### config.mk
export PLATFORM = sky130hd
export DESIGN_NAME = timer8
export DESIGN_NICKNAME = d
export VERILOG_FILES = /design/src/timer8_pkg.sv /design/src/timer8.sv
export SDC_FILE = /design/constraint.sdc
export NUM_CORES = 1
export LEC_CHECK = 0
export ABC_CLOCK_PERIOD_IN_PS = 2480
export BUFFER_PORTS_ARGS = -buffer_cell sky130_fd_sc_hd__buf_4
export CELL_PAD_IN_SITES_DETAIL_PLACEMENT = 1
export CELL_PAD_IN_SITES_GLOBAL_PLACEMENT = 1
export CORE_MARGIN = 2
export CORE_UTILIZATION = 40
export CTS_CLUSTER_DIAMETER = 80
export CTS_CLUSTER_SIZE = 10
export DETAILED_ROUTE_END_ITERATION = 8
export PLACE_DENSITY_LB_ADDON = 0.3
export SYNTH_ARGS = -nofsm -noshare
export SYNTH_HDL_FRONTEND = slang
export SYNTH_SLANG_ARGS = --single-unit
### constraint.sdc
create_clock -name pclk -period 2.48 [get_ports pclk]
set_input_delay 0.248 -clock pclk [delete_from_list [all_inputs] [get_ports pclk]]
set_output_delay 0.248 -clock pclk [all_outputs]
set_load 0.005 [all_outputs]
### src/timer8_pkg.sv
// Package with register map, field positions and types for the 8-bit timer.
package timer8_pkg;
  localparam logic [11:0] ctrl_offset = 12'h000;
  localparam logic [11:0] ref_offset = 12'h004;
  localparam logic [11:0] count_offset = 12'h008;
  localparam logic [11:0] prescale_offset = 12'h00c;
  localparam int mode_lo = 6;
  localparam int clr_bit = 5;
  localparam int run_bit = 4;
  localparam int mcie_bit = 3;
  localparam int ovie_bit = 2;
  localparam int mcpend_bit = 1;
  localparam int ovpend_bit = 0;
  localparam logic [7:0] ctrl_reset = 8'h00;
  localparam logic [7:0] ref_reset = 8'hff;
  localparam logic [7:0] count_reset = 8'h00;
  localparam logic [7:0] prescale_reset = 8'h00;
  localparam logic [1:0] edge_sel_reset = 2'h0;

  typedef enum logic [1:0] {
    mode_interval,
    mode_capture,
    mode_pwm,
    mode_spare
  } timer_mode_t;

  typedef struct packed {
    logic psel;
    logic penable;
    logic pwrite;
    logic [11:0] paddr;
    logic [31:0] pwdata;
  } apb_req_t;

  typedef struct packed {
    logic pready;
    logic pslverr;
    logic [31:0] prdata;
  } apb_rsp_t;
endpackage
### src/timer8.sv
// Eight-bit timer with interval, PWM and capture modes behind an APB slave.
// Function
// RL1: Separate overflow and match/capture interrupt sources.
// RL2: Overflow cleared by service or software.
// RL3: Software clears match pending after service.
// RL4: Interval match toggles pin, interrupts, clears counter.
// RL5: Interval mode restarts from zero automatically.
// RL6: PWM counter free runs and wraps.
// RL7: PWM output low when reference not above count.
// RL8: PWM period equals 256 timer ticks.
// RL9: Software may leave interrupts unused in PWM.
// RL10: Capture edge loads counter into data register.
// RL11: Capture edge selectable rising or falling.
// RL12: Software routes capture pin via port control.
// RL13: Capture mode raises overflow and capture interrupts.
// RL14: Data register read returns captured value.
// RL15: Reset clears control register to zero.
// RL16: Writing control bit 5 clears counter.
// RL17: Control bit 3 enables match/capture interrupt.
// RL18: Control bit 1 shows match pending.
// RL19: Counter increments on each prescaled tick.
// RL20: Capture mode counter free runs and wraps.
//
// The implementer's own choices: the address map and the APB register port.
module timer8 (
  input wire logic pclk,
  input wire logic presetn,
  input wire timer8_pkg::apb_req_t apb_req,
  output timer8_pkg::apb_rsp_t apb_rsp,
  input wire logic capture_input_pin,
  input wire logic overflow_service_ack,
  output logic timer_output_pin,
  output logic overflow_interrupt,
  output logic match_capture_interrupt
);
  import timer8_pkg::*;

  logic [7:0] ctrl_q;
  logic [7:0] ref_q;
  logic [7:0] count_q;
  logic [7:0] prescale_q;
  logic [7:0] div_q;
  logic [1:0] edge_sel_q;
  logic cap_prev_q;
  logic out_q;
  logic ovpend_q;
  logic mcpend_q;
  logic ovirq_q;
  logic mcirq_q;
  apb_rsp_t rsp_q;

  timer_mode_t mode;
  logic wr_en;
  logic rd_en;
  logic tick;
  logic match;
  logic wrap;
  logic cap_edge;
  logic ctrl_wr;
  logic [31:0] rdata;

  assign mode = timer_mode_t'(ctrl_q[mode_lo +: 2]);
  assign wr_en = apb_req.psel & apb_req.penable & apb_req.pwrite;
  assign rd_en = apb_req.psel & apb_req.penable & ~apb_req.pwrite;
  assign ctrl_wr = wr_en && apb_req.paddr == ctrl_offset;
  // Match and wrap are qualified by the tick so that a slow prescaler
  // does not repeat an event for every clock that the count stands still.
  assign match = tick && count_q == ref_q;
  assign wrap = tick && count_q == 8'hff;

  // Prescaler: a tick every prescale_q + 1 clocks; zero selects the undivided clock.
  always_ff @(posedge pclk or negedge presetn) begin
    if (!presetn) begin
      div_q <= 8'h00;
    end else if (tick) begin
      div_q <= 8'h00;
    end else begin
      div_q <= div_q + 8'h01;
    end
  end
  assign tick = ctrl_q[run_bit] && div_q >= prescale_q;

  // RL11: edge select
  assign cap_edge = edge_sel_q[0] ? (cap_prev_q & ~capture_input_pin)
                                  : (~cap_prev_q & capture_input_pin);

  // The previous sample resets low, the idle level of the capture source,
  // so that leaving reset never looks like a rising edge.
  always_ff @(posedge pclk or negedge presetn) begin
    if (!presetn) begin
      cap_prev_q <= 1'b0;
    end else begin
      cap_prev_q <= capture_input_pin;
    end
  end

  // Counter; the clear strobe wins over counting.
  always_ff @(posedge pclk or negedge presetn) begin
    if (!presetn) begin
      count_q <= count_reset;
    // RL16: counter clear strobe
    end else if (ctrl_wr && apb_req.pwdata[clr_bit]) begin
      count_q <= 8'h00;
    // RL4: interval match clears
    end else if (mode == mode_interval && match) begin
      // RL5: counting resumes from zero
      count_q <= 8'h00;
    // RL19: increment per tick
    end else if (tick) begin
      // RL6: free run wraps in PWM; RL20: and in capture
      count_q <= count_q + 8'h01;
    end
  end

  // Output pin behaviour per mode.
  always_ff @(posedge pclk or negedge presetn) begin
    if (!presetn) begin
      out_q <= 1'b0;
    end else if (mode == mode_interval && match) begin
      // RL4: toggle on match
      out_q <= ~out_q;
    end else if (mode == mode_pwm) begin
      // RL7: PWM compare; RL8: full 256-count period
      out_q <= ref_q > count_q;
    end
  end

  // Reference/data register; capture loads it.
  always_ff @(posedge pclk or negedge presetn) begin
    if (!presetn) begin
      ref_q <= ref_reset;
    // RL10: capture load
    end else if (mode == mode_capture && cap_edge) begin
      ref_q <= count_q;
    end else if (wr_en && apb_req.paddr == ref_offset) begin
      ref_q <= apb_req.pwdata[7:0];
    end
  end

  // Control register; pending bits are kept apart so hardware sets win.
  always_ff @(posedge pclk or negedge presetn) begin
    if (!presetn) begin
      // RL15: reset clears control
      ctrl_q <= ctrl_reset;
      prescale_q <= prescale_reset;
      edge_sel_q <= edge_sel_reset;
    end else if (ctrl_wr) begin
      // Bit 5 is never stored, so the clear strobe always reads back as zero.
      ctrl_q <= {apb_req.pwdata[7:6], 1'b0, apb_req.pwdata[4:2], 2'b00};
      edge_sel_q <= apb_req.pwdata[9:8];
    end else if (wr_en && apb_req.paddr == prescale_offset) begin
      prescale_q <= apb_req.pwdata[7:0];
    end
  end

  // RL1: two pending sources
  always_ff @(posedge pclk or negedge presetn) begin
    if (!presetn) begin
      ovpend_q <= 1'b0;
      mcpend_q <= 1'b0;
    end else begin
      // RL13: overflow sets in every mode
      if (wrap) begin
        ovpend_q <= 1'b1;
      // RL2: cleared by service or a zero write
      end else if (overflow_service_ack || (ctrl_wr && !apb_req.pwdata[ovpend_bit])) begin
        ovpend_q <= 1'b0;
      end
      // RL13: capture sets pending; RL4: match sets it
      if ((mode == mode_capture && cap_edge) || (mode != mode_capture && match)) begin
        mcpend_q <= 1'b1;
      // RL3: software writes zero to clear
      end else if (ctrl_wr && !apb_req.pwdata[mcpend_bit]) begin
        mcpend_q <= 1'b0;
      end
    end
  end

  // Interrupt lines follow pending bits gated by enables.
  // They trail the pending bits by one clock; this keeps every
  // top-level output straight from a flip-flop.
  always_ff @(posedge pclk or negedge presetn) begin
    if (!presetn) begin
      ovirq_q <= 1'b0;
      mcirq_q <= 1'b0;
    end else begin
      ovirq_q <= ovpend_q & ctrl_q[ovie_bit];
      // RL17: enable gate
      mcirq_q <= mcpend_q & ctrl_q[mcie_bit];
    end
  end

  // RL14: data readback; RL18: pending visible in bit 1
  always_comb begin
    rdata = 32'h0000_0000;
    unique case (apb_req.paddr)
      ctrl_offset: rdata = {22'h000000, edge_sel_q, ctrl_q[7:2], mcpend_q, ovpend_q};
      ref_offset: rdata = {24'h000000, ref_q};
      count_offset: rdata = {24'h000000, count_q};
      prescale_offset: rdata = {24'h000000, prescale_q};
      default: rdata = 32'h0000_0000;
    endcase
  end

  // Zero-wait slave: pready rises in the first access cycle, registered.
  // Registering the answer costs no wait state, because it is launched
  // at the end of the setup cycle and stands through the access cycle.
  // A limitation: read data are taken from the setup cycle, so a capture
  // in that very cycle shows up only on the next read.
  always_ff @(posedge pclk or negedge presetn) begin
    if (!presetn) begin
      rsp_q <= '0;
    end else begin
      rsp_q.pready <= apb_req.psel & ~apb_req.penable;
      rsp_q.pslverr <= apb_req.psel & ~apb_req.penable & apb_req.paddr != ctrl_offset
                       & apb_req.paddr != ref_offset & apb_req.paddr != count_offset
                       & apb_req.paddr != prescale_offset;
      rsp_q.prdata <= (apb_req.psel & ~apb_req.penable & ~apb_req.pwrite) ? rdata : 32'h0;
    end
  end

  assign apb_rsp = rsp_q;
  assign timer_output_pin = out_q;
  assign overflow_interrupt = ovirq_q;
  assign match_capture_interrupt = mcirq_q;

  // Counter and output behaviour per mode. A control write in the same cycle
  // is left out of the antecedents of the |=> checks, since it may change mode or clear.
  a_interval_clear: assert property (@(posedge pclk) disable iff (!presetn)  // RL4
    mode == mode_interval && match && !ctrl_wr |=> count_q == 8'h00 && out_q != $past(out_q))
    else $error("interval match did not clear and toggle");
  a_pwm_level: assert property (@(posedge pclk) disable iff (!presetn)  // RL7
    mode == mode_pwm && $past(mode == mode_pwm) |-> out_q == ($past(ref_q) > $past(count_q)))
    else $error("pwm output level wrong");
  a_pwm_wrap: assert property (@(posedge pclk) disable iff (!presetn)  // RL6
    mode == mode_pwm && wrap && !ctrl_wr |=> count_q == 8'h00 && ovpend_q)
    else $error("pwm wrap wrong");
  a_pwm_match_run: assert property (@(posedge pclk) disable iff (!presetn)  // RL6
    mode == mode_pwm && match && count_q != 8'hff && !ctrl_wr |=> count_q == $past(count_q) + 8'h01)
    else $error("pwm match disturbed the counter");

  // Capture path.
  a_capture_load: assert property (@(posedge pclk) disable iff (!presetn)  // RL10
    mode == mode_capture && cap_edge |=> ref_q == $past(count_q) && mcpend_q)
    else $error("capture load missing");
  a_capture_run: assert property (@(posedge pclk) disable iff (!presetn)  // RL20
    mode == mode_capture && cap_edge && tick && !ctrl_wr |=> count_q == $past(count_q) + 8'h01)
    else $error("capture disturbed the counter");
  a_capture_ovf: assert property (@(posedge pclk) disable iff (!presetn)  // RL13
    mode == mode_capture && wrap |=> ovpend_q)
    else $error("capture mode overflow not pending");

  // Control, pending bits and interrupt lines.
  a_clear_strobe: assert property (@(posedge pclk) disable iff (!presetn)  // RL16
    ctrl_wr && apb_req.pwdata[clr_bit] |=> count_q == 8'h00)
    else $error("clear strobe ignored");
  a_mc_enable: assert property (@(posedge pclk) disable iff (!presetn)  // RL17
    mcpend_q && ctrl_q[mcie_bit] |=> match_capture_interrupt)
    else $error("match interrupt not raised");
  a_mc_gate: assert property (@(posedge pclk) disable iff (!presetn)  // RL17
    !ctrl_q[mcie_bit] |=> !match_capture_interrupt)
    else $error("match interrupt raised while disabled");
  a_mc_sticky: assert property (@(posedge pclk) disable iff (!presetn)  // RL3
    mcpend_q && !ctrl_wr |=> mcpend_q)
    else $error("match pending lost without software");
  a_ov_service: assert property (@(posedge pclk) disable iff (!presetn)  // RL2
    overflow_service_ack && !wrap |=> !ovpend_q)
    else $error("overflow pending not cleared by service");
  a_ov_sticky: assert property (@(posedge pclk) disable iff (!presetn)  // RL2
    ovpend_q && !overflow_service_ack && !ctrl_wr |=> ovpend_q)
    else $error("overflow pending lost without clear");
  a_ov_enable: assert property (@(posedge pclk) disable iff (!presetn)  // RL1
    ovpend_q && ctrl_q[ovie_bit] |=> overflow_interrupt)
    else $error("overflow interrupt not raised");
  a_ctrl_reset: assert property (@(posedge pclk)  // RL15
    $rose(presetn) |-> ctrl_q == ctrl_reset && !mcpend_q && !ovpend_q)
    else $error("control not cleared by reset");
  a_tick_count: assert property (@(posedge pclk) disable iff (!presetn)  // RL19
    tick && !ctrl_wr && !(mode == mode_interval && match) |=> count_q == $past(count_q) + 8'h01)
    else $error("counter did not advance");

  // Register reads: the answer stands in the access cycle.
  a_pend_read: assert property (@(posedge pclk) disable iff (!presetn)  // RL18
    apb_req.psel && !apb_req.penable && !apb_req.pwrite && apb_req.paddr == ctrl_offset
    |=> apb_rsp.prdata[mcpend_bit] == $past(mcpend_q))
    else $error("match pending not visible on read");
  a_ref_read: assert property (@(posedge pclk) disable iff (!presetn)  // RL14
    apb_req.psel && !apb_req.penable && !apb_req.pwrite && apb_req.paddr == ref_offset
    |=> apb_rsp.pready && apb_rsp.prdata[7:0] == $past(ref_q))
    else $error("data register read wrong");

  c_interval: cover property (@(posedge pclk) mode == mode_interval && match);
  c_pwm_wrap: cover property (@(posedge pclk) mode == mode_pwm && wrap);
  c_capture: cover property (@(posedge pclk) mode == mode_capture && cap_edge);
  c_falling_capture: cover property (@(posedge pclk) mode == mode_capture && cap_edge && edge_sel_q[0]);
  c_ov_service: cover property (@(posedge pclk) overflow_service_ack && ovpend_q);
endmodule

Word level (Yosys, flattened, before mapping) --
Cells that the tools add are included.
Operators by class: mux-type cells 15, $lt $le $gt $ge 2, add/subtract/negate cells 2, reductions and logical operators 25, bitwise operators 18, equality and inequality tests 11
Operator list (count):
- two-way mux 8 bit | 6
- one-hot mux 10 bit (4 select lines) | 1
- == test 12 x 4 -> 1 bit, second input constant | 2
- != test 12 x 4 -> 1 bit, second input constant | 2
- adder 8 x 1 -> 8 bit, second input constant | 2
- bitwise AND 1 bit | 12
- == test 12 x 3 -> 1 bit, second input constant | 1
- logical AND 1 bit | 12
- logical NOT 12 bit | 1
- != test 12 x 3 -> 1 bit, second input constant | 1
- nonzero test 12 bit | 1
- two-way mux 10 bit | 1
- == test 8 bit | 1
- == test 8 bit, second input constant | 1
- >= comparator 8 bit | 1
- > comparator 8 bit | 1
- nonzero test 2 bit | 4
- two-way mux 1 bit | 7
- NOT 1 bit | 6
- nonzero test 3 bit | 1
- == test 2 x 1 -> 1 bit, second input constant | 1
- == test 2 bit, second input constant | 1
- logical NOT 1 bit | 2
- logical NOT 2 bit | 1
- 3 further kinds | 4
Storage, ports and cells: logic and storage cells 88, register bits 57, output and inout port bits 37, input bits 51

Depth between registers and ports, before layout --
depth after elaboration 7, depth in mapped cells 9, depth with buffers taken out 7

Worst setup path before layout --
No wires, ideal clock.
path kind register to register, start reg div_q[0], end reg out_q (netlist: timer_output_pin), path buffers 2, stages on the path, launching flop included 10, arrival time 1.938 ns, setup slack 0.406 ns, period minus slack after synthesis 2.074 ns, setup time 0.136 ns, path through dfrtp_1 > inv_1 > ha_1 > nand2b_1 > a2111o_1 > a32o_1 > buf_2 > buf_2 > nand4b_1 > nand4_1
Between the ends: word-level cells in the longest chain between the ends 5, elaborated cells between the ends (all ways) 6, classes of those cells 1 x order compare; 1 x mux; 4 x reduce/logical
Ends and longest elaborated chain:
- from (decl) | line timer8.sv:42 | logic [7:0] div_q;
- from (signal assigned) | line timer8.sv:78 | div_q <= div_q + 8'h01;
- >= comparator 8 bit (*) | line timer8.sv:81 | assign tick = ctrl_q[run_bit] && div_q >= prescale_q;
- logical AND 1 bit (*) | line timer8.sv:81
- logical AND 1 bit (*) | line timer8.sv:68 | assign match = tick && count_q == ref_q;
- logical AND 1 bit (*) | line timer8.sv:119 | end else if (mode == mode_interval && match) begin
- two-way mux 1 bit / nonzero test 2 bit (equally long branches)
- to (signal assigned) | line timer8.sv:121 | out_q <= ~out_q;
- to (signal assigned) | line timer8.sv:124 | out_q <= ref_q > count_q;
- to (decl) | line timer8.sv:45 | logic out_q;
Mark *: on every way between the ends. The rest lies on a longest branch, timed or not. A chain may end at the register's enable or synchronous reset.

Worst setup path in the final report --
start reg div_q[0], end reg ovpend_q
Between the ends: word-level cells in the longest chain between the ends 4, elaborated cells between the ends (all ways) 5, classes of those cells 1 x order compare; 1 x mux; 3 x reduce/logical
Ends and longest elaborated chain:
- >= comparator 8 bit (*) | line timer8.sv:81
- logical AND 1 bit (*) | line timer8.sv:81
- logical AND 1 bit (*) | line timer8.sv:69 | assign wrap = tick && count_q == 8'hff;
- two-way mux 1 bit / nonzero test 2 bit (equally long branches)
- to (signal assigned) | line timer8.sv:159 | ovpend_q <= 1'b0;
- to (signal assigned) | line timer8.sv:164 | ovpend_q <= 1'b1;
- to (signal assigned) | line timer8.sv:167 | ovpend_q <= 1'b0;
- to (decl) | line timer8.sv:46 | logic ovpend_q;
Marked as above.

==> results.sh <==
export IMPL_status="finished clean"
export IMPL_h_tree_depth=3
export IMPL_cts_tree="yes"
export IMPL_die_h_um=93.6
export IMPL_dieArea_sq_mm=0.00876
export IMPL_finalCritPeriodShare_pct=89.8
export IMPL_synth_most_common_cell="dfrtp_1"
export IMPL_ys_top_cells_by_count="dfrtp_1 (49), nor2_1 (32), a21oi_1 (28)"
export IMPL_drt_iter0_drc=66
export IMPL_yosysTopAreaCellShare_pct=38.2
export IMPL_grt_pass1_vias=2548
export IMPL_grt_pass1_wl_mm=13.1
export IMPL_dp_cells=454
export IMPL_arrival_ps=2450
export IMPL_cts_made_buffers=9
export IMPL_crit_path_cell_trace="inv_1 -> ha_1 -> nand2b_1 -> a2111o_1 -> a32o_2 -> nand4_1 -> nand2_1"
export IMPL_coreArea_sq_mm=0.00777
export IMPL_power_frac_seq_pct=44.7
export IMPL_worst_pin_slew_ps=727
export IMPL_area_growth_syn_to_layout_pct=19.1
export IMPL_p_switching_mw=0.461
export IMPL_clock_fmax_mhz=449
export IMPL_wirelength_mm=8.10
export IMPL_critical_path_max_fanout=17
export IMPL_instances_no_fill=471
export IMPL_grt_start_max_net_pins=58
export IMPL_r2r_cells=7
export IMPL_cts_root_buf="clkbuf_8"
export IMPL_pwr_share_clk_pct=49.8
export IMPL_postSynthRegisterBits=57
export IMPL_hpwl_mm=5.71
export IMPL_synth_edf_count=0
export IMPL_overflow=0
export IMPL_firstDrtPassIters=4
export IMPL_syn_avg_cell_area_sq_um=10.3
export IMPL_die_x_um=93.6
export IMPL_hold_depth=1
export IMPL_drc=0
export IMPL_min_path_type="input port to register"
export IMPL_track_usage_pct=19.7
export IMPL_hold_ws_ps=26.7
export IMPL_final_max_slew_viol_count=0
export IMPL_utilization_pct=49.2
export IMPL_yosysTopAreaCell="dfrtp_1"
export IMPL_critPathKind="register to register"
export IMPL_rows=32
export IMPL_rsz0062_at_grt="no"
export IMPL_gp_congestion=0.824
export IMPL_wl_per_cell_um=17.2
export IMPL_initial_core_util_pct=41.3
export IMPL_drv_cap=0
export IMPL_antenna_cells=0
export IMPL_clkLatencyLatePin_ps=350
export IMPL_p_int_mw=1.64
export IMPL_relSlewSlack_pct=51.5
export IMPL_synthDistinctLibCells=44
export IMPL_tns_ps=0
export IMPL_fin_nets=433
export IMPL_ant_nets=0
export IMPL_slowest_stage="dfrtp_1"
export IMPL_required_ps=2710
export IMPL_p_sw_share_pct=22.0
export IMPL_critPathLaunchType="register"
export IMPL_ys_seq_area_share_pct=44.7
export IMPL_vdd_drop_max_mv=0.224
export IMPL_end_kind="register"
export IMPL_layout_drive_gt1_share_pct=25.2
export IMPL_share_comb_of_total_power_pct=5.5
export IMPL_syn_cell_area_sq_mm=0.00321
export IMPL_finClkSkew_ps=13.0
export IMPL_numClockSinks=57
export IMPL_antenna_found_initial=0
export IMPL_vias=2481
export IMPL_syn_inst=313
export IMPL_cts_reportedPaths_clkPinSlew_ps=80
export IMPL_slowest_delay_ps=460
export IMPL_p_leak_nw=1.95
export IMPL_setup_viol=0
export IMPL_min_period_ps=2230
export IMPL_synth_top_flop_cell="dfrtp_1"
export IMPL_io_pins=88
export IMPL_ys_warnings_count=0
export IMPL_portBuffers=43
export IMPL_vias_per_cell=5.27
export IMPL_clockBufferDepth=2
export IMPL_hold_viol=0
export IMPL_cellPowerDensity_mw_per_mm2=549
export IMPL_synthArstFlopShare_pct=100
export IMPL_yosys_top_cells_area="dfrtp_1 (38%), ha_1 (7.0%), dfstp_2 (6.5%)"
-- metrics by stage --
step	total power, mW	area (sq um)	setup WS, ps
after global placement	1.07	3570	188
final	2.10	3820	253
after floorplan	1.02	3290	406
after global routing	2.16	3820	146
after detailed placement	1.07	3570	171
after CTS	2.11	3820	110
-- layout make-up --
type	count	area, sq um
fillers	878	3950
multi-input cells	228	1570
flip-flops and latches	57	1440
repair buffers	50	378
clock buffers	12	165
well taps	102	128
clock inverters	4	73.8
inverters	18	67.6
-- cells by family after synthesis --
group	Yosys count	synth area share [%]
AO/OA/AOI/OAI	57	9.98
XOR/XNOR	6	1.64
flip-flops	57	44.7
buffers and inverters	49	8.73
AND/OR/NAND/NOR	108	18.6
other	1	0.117
multiplexers	17	9.20
adder cells (fa/ha/maj)	18	7.01
-- power by group through the flow --
stage	registers [mW]	clock network, mW	logic, mW
finish	0.938	1.04	0.115
global route	0.938	1.10	0.128
global placement	0.955	0	0.112
floorplan	0.955	0	0.0676
CTS	0.938	1.06	0.117
detailed placement	0.955	0	0.115
-- registers in the layout (all words and copies together), names as in the netlist --
| signal | count |
|---|---|
| ref_q | 8 |
| apb_rsp | 12 |
| prescale_q | 8 |
| edge_sel_q | 2 |
| timer_output_pin | 1 |
| count_q | 8 |
| overflow_interrupt | 1 |
| ovpend_q | 1 |
| match_capture_interrupt | 1 |
| mcpend_q | 1 |
| div_q | 8 |
| cap_prev_q | 1 |
| ctrl_q | 5 |
-- cells in the final DEF, fill, tap and decap left out, types with 12 or more instances in the layout --
cell type / n
a21oi_1: 28
ha_1: 18
buf_4: 49
conb_1: 22
nand2_1: 14
nand4_1: 12
o21ai_0: 14
dfrtp_1: 49
inv_1: 18
clkbuf_8: 12
nor2_1: 32
-- routing by layer --
layer / track usage (%) / part of all wire [%] / vias to the layer above
met5: 0 / 0 / -
met4: 7.37 / 2.0 / 0
met3: 4.59 / 4.1 / 15
met2: 31.8 / 48 / 64
met1: 25.7 / 45 / 1244
li1: - / - / 1158
-- what timing repair did --
| action | CTS | global route |
|---|---|---|
| hold buffers | 1 | 0 |
| endpoints found under the setup margin | 0 | 1 |
| endpoints found under the hold margin | 10 | 0 |
| resized for setup | 0 | 1 |
| setup buffers | 0 | 0 |
-- path summary, 6_finish.rpt --
path | startpoint | endpoint | slack [ps]
setup / recovery | div_q[0] | ovpend_q | 250
hold / removal | capture_input_pin | cap_prev_q | 30
setup reg to reg | div_q[0] | ovpend_q | 250
hold reg to reg | edge_sel_q[1] | apb_rsp[9] | 500
max in group asynchronous | presetn | apb_rsp[7] | 1480
min in group asynchronous | presetn | ctrl_q[4] | 530
-- critical path: cells and delay by family, from the launching register on --
kind,cells,cell delay (ps)
buffers and inverters,1,70
AO/OA/AOI/OAI,2,850
flip-flops,1,460
adder cells (fa/ha/maj),1,270
AND/OR/NAND/NOR,3,470
Note: power is estimated with default switching activity, not from simulation.
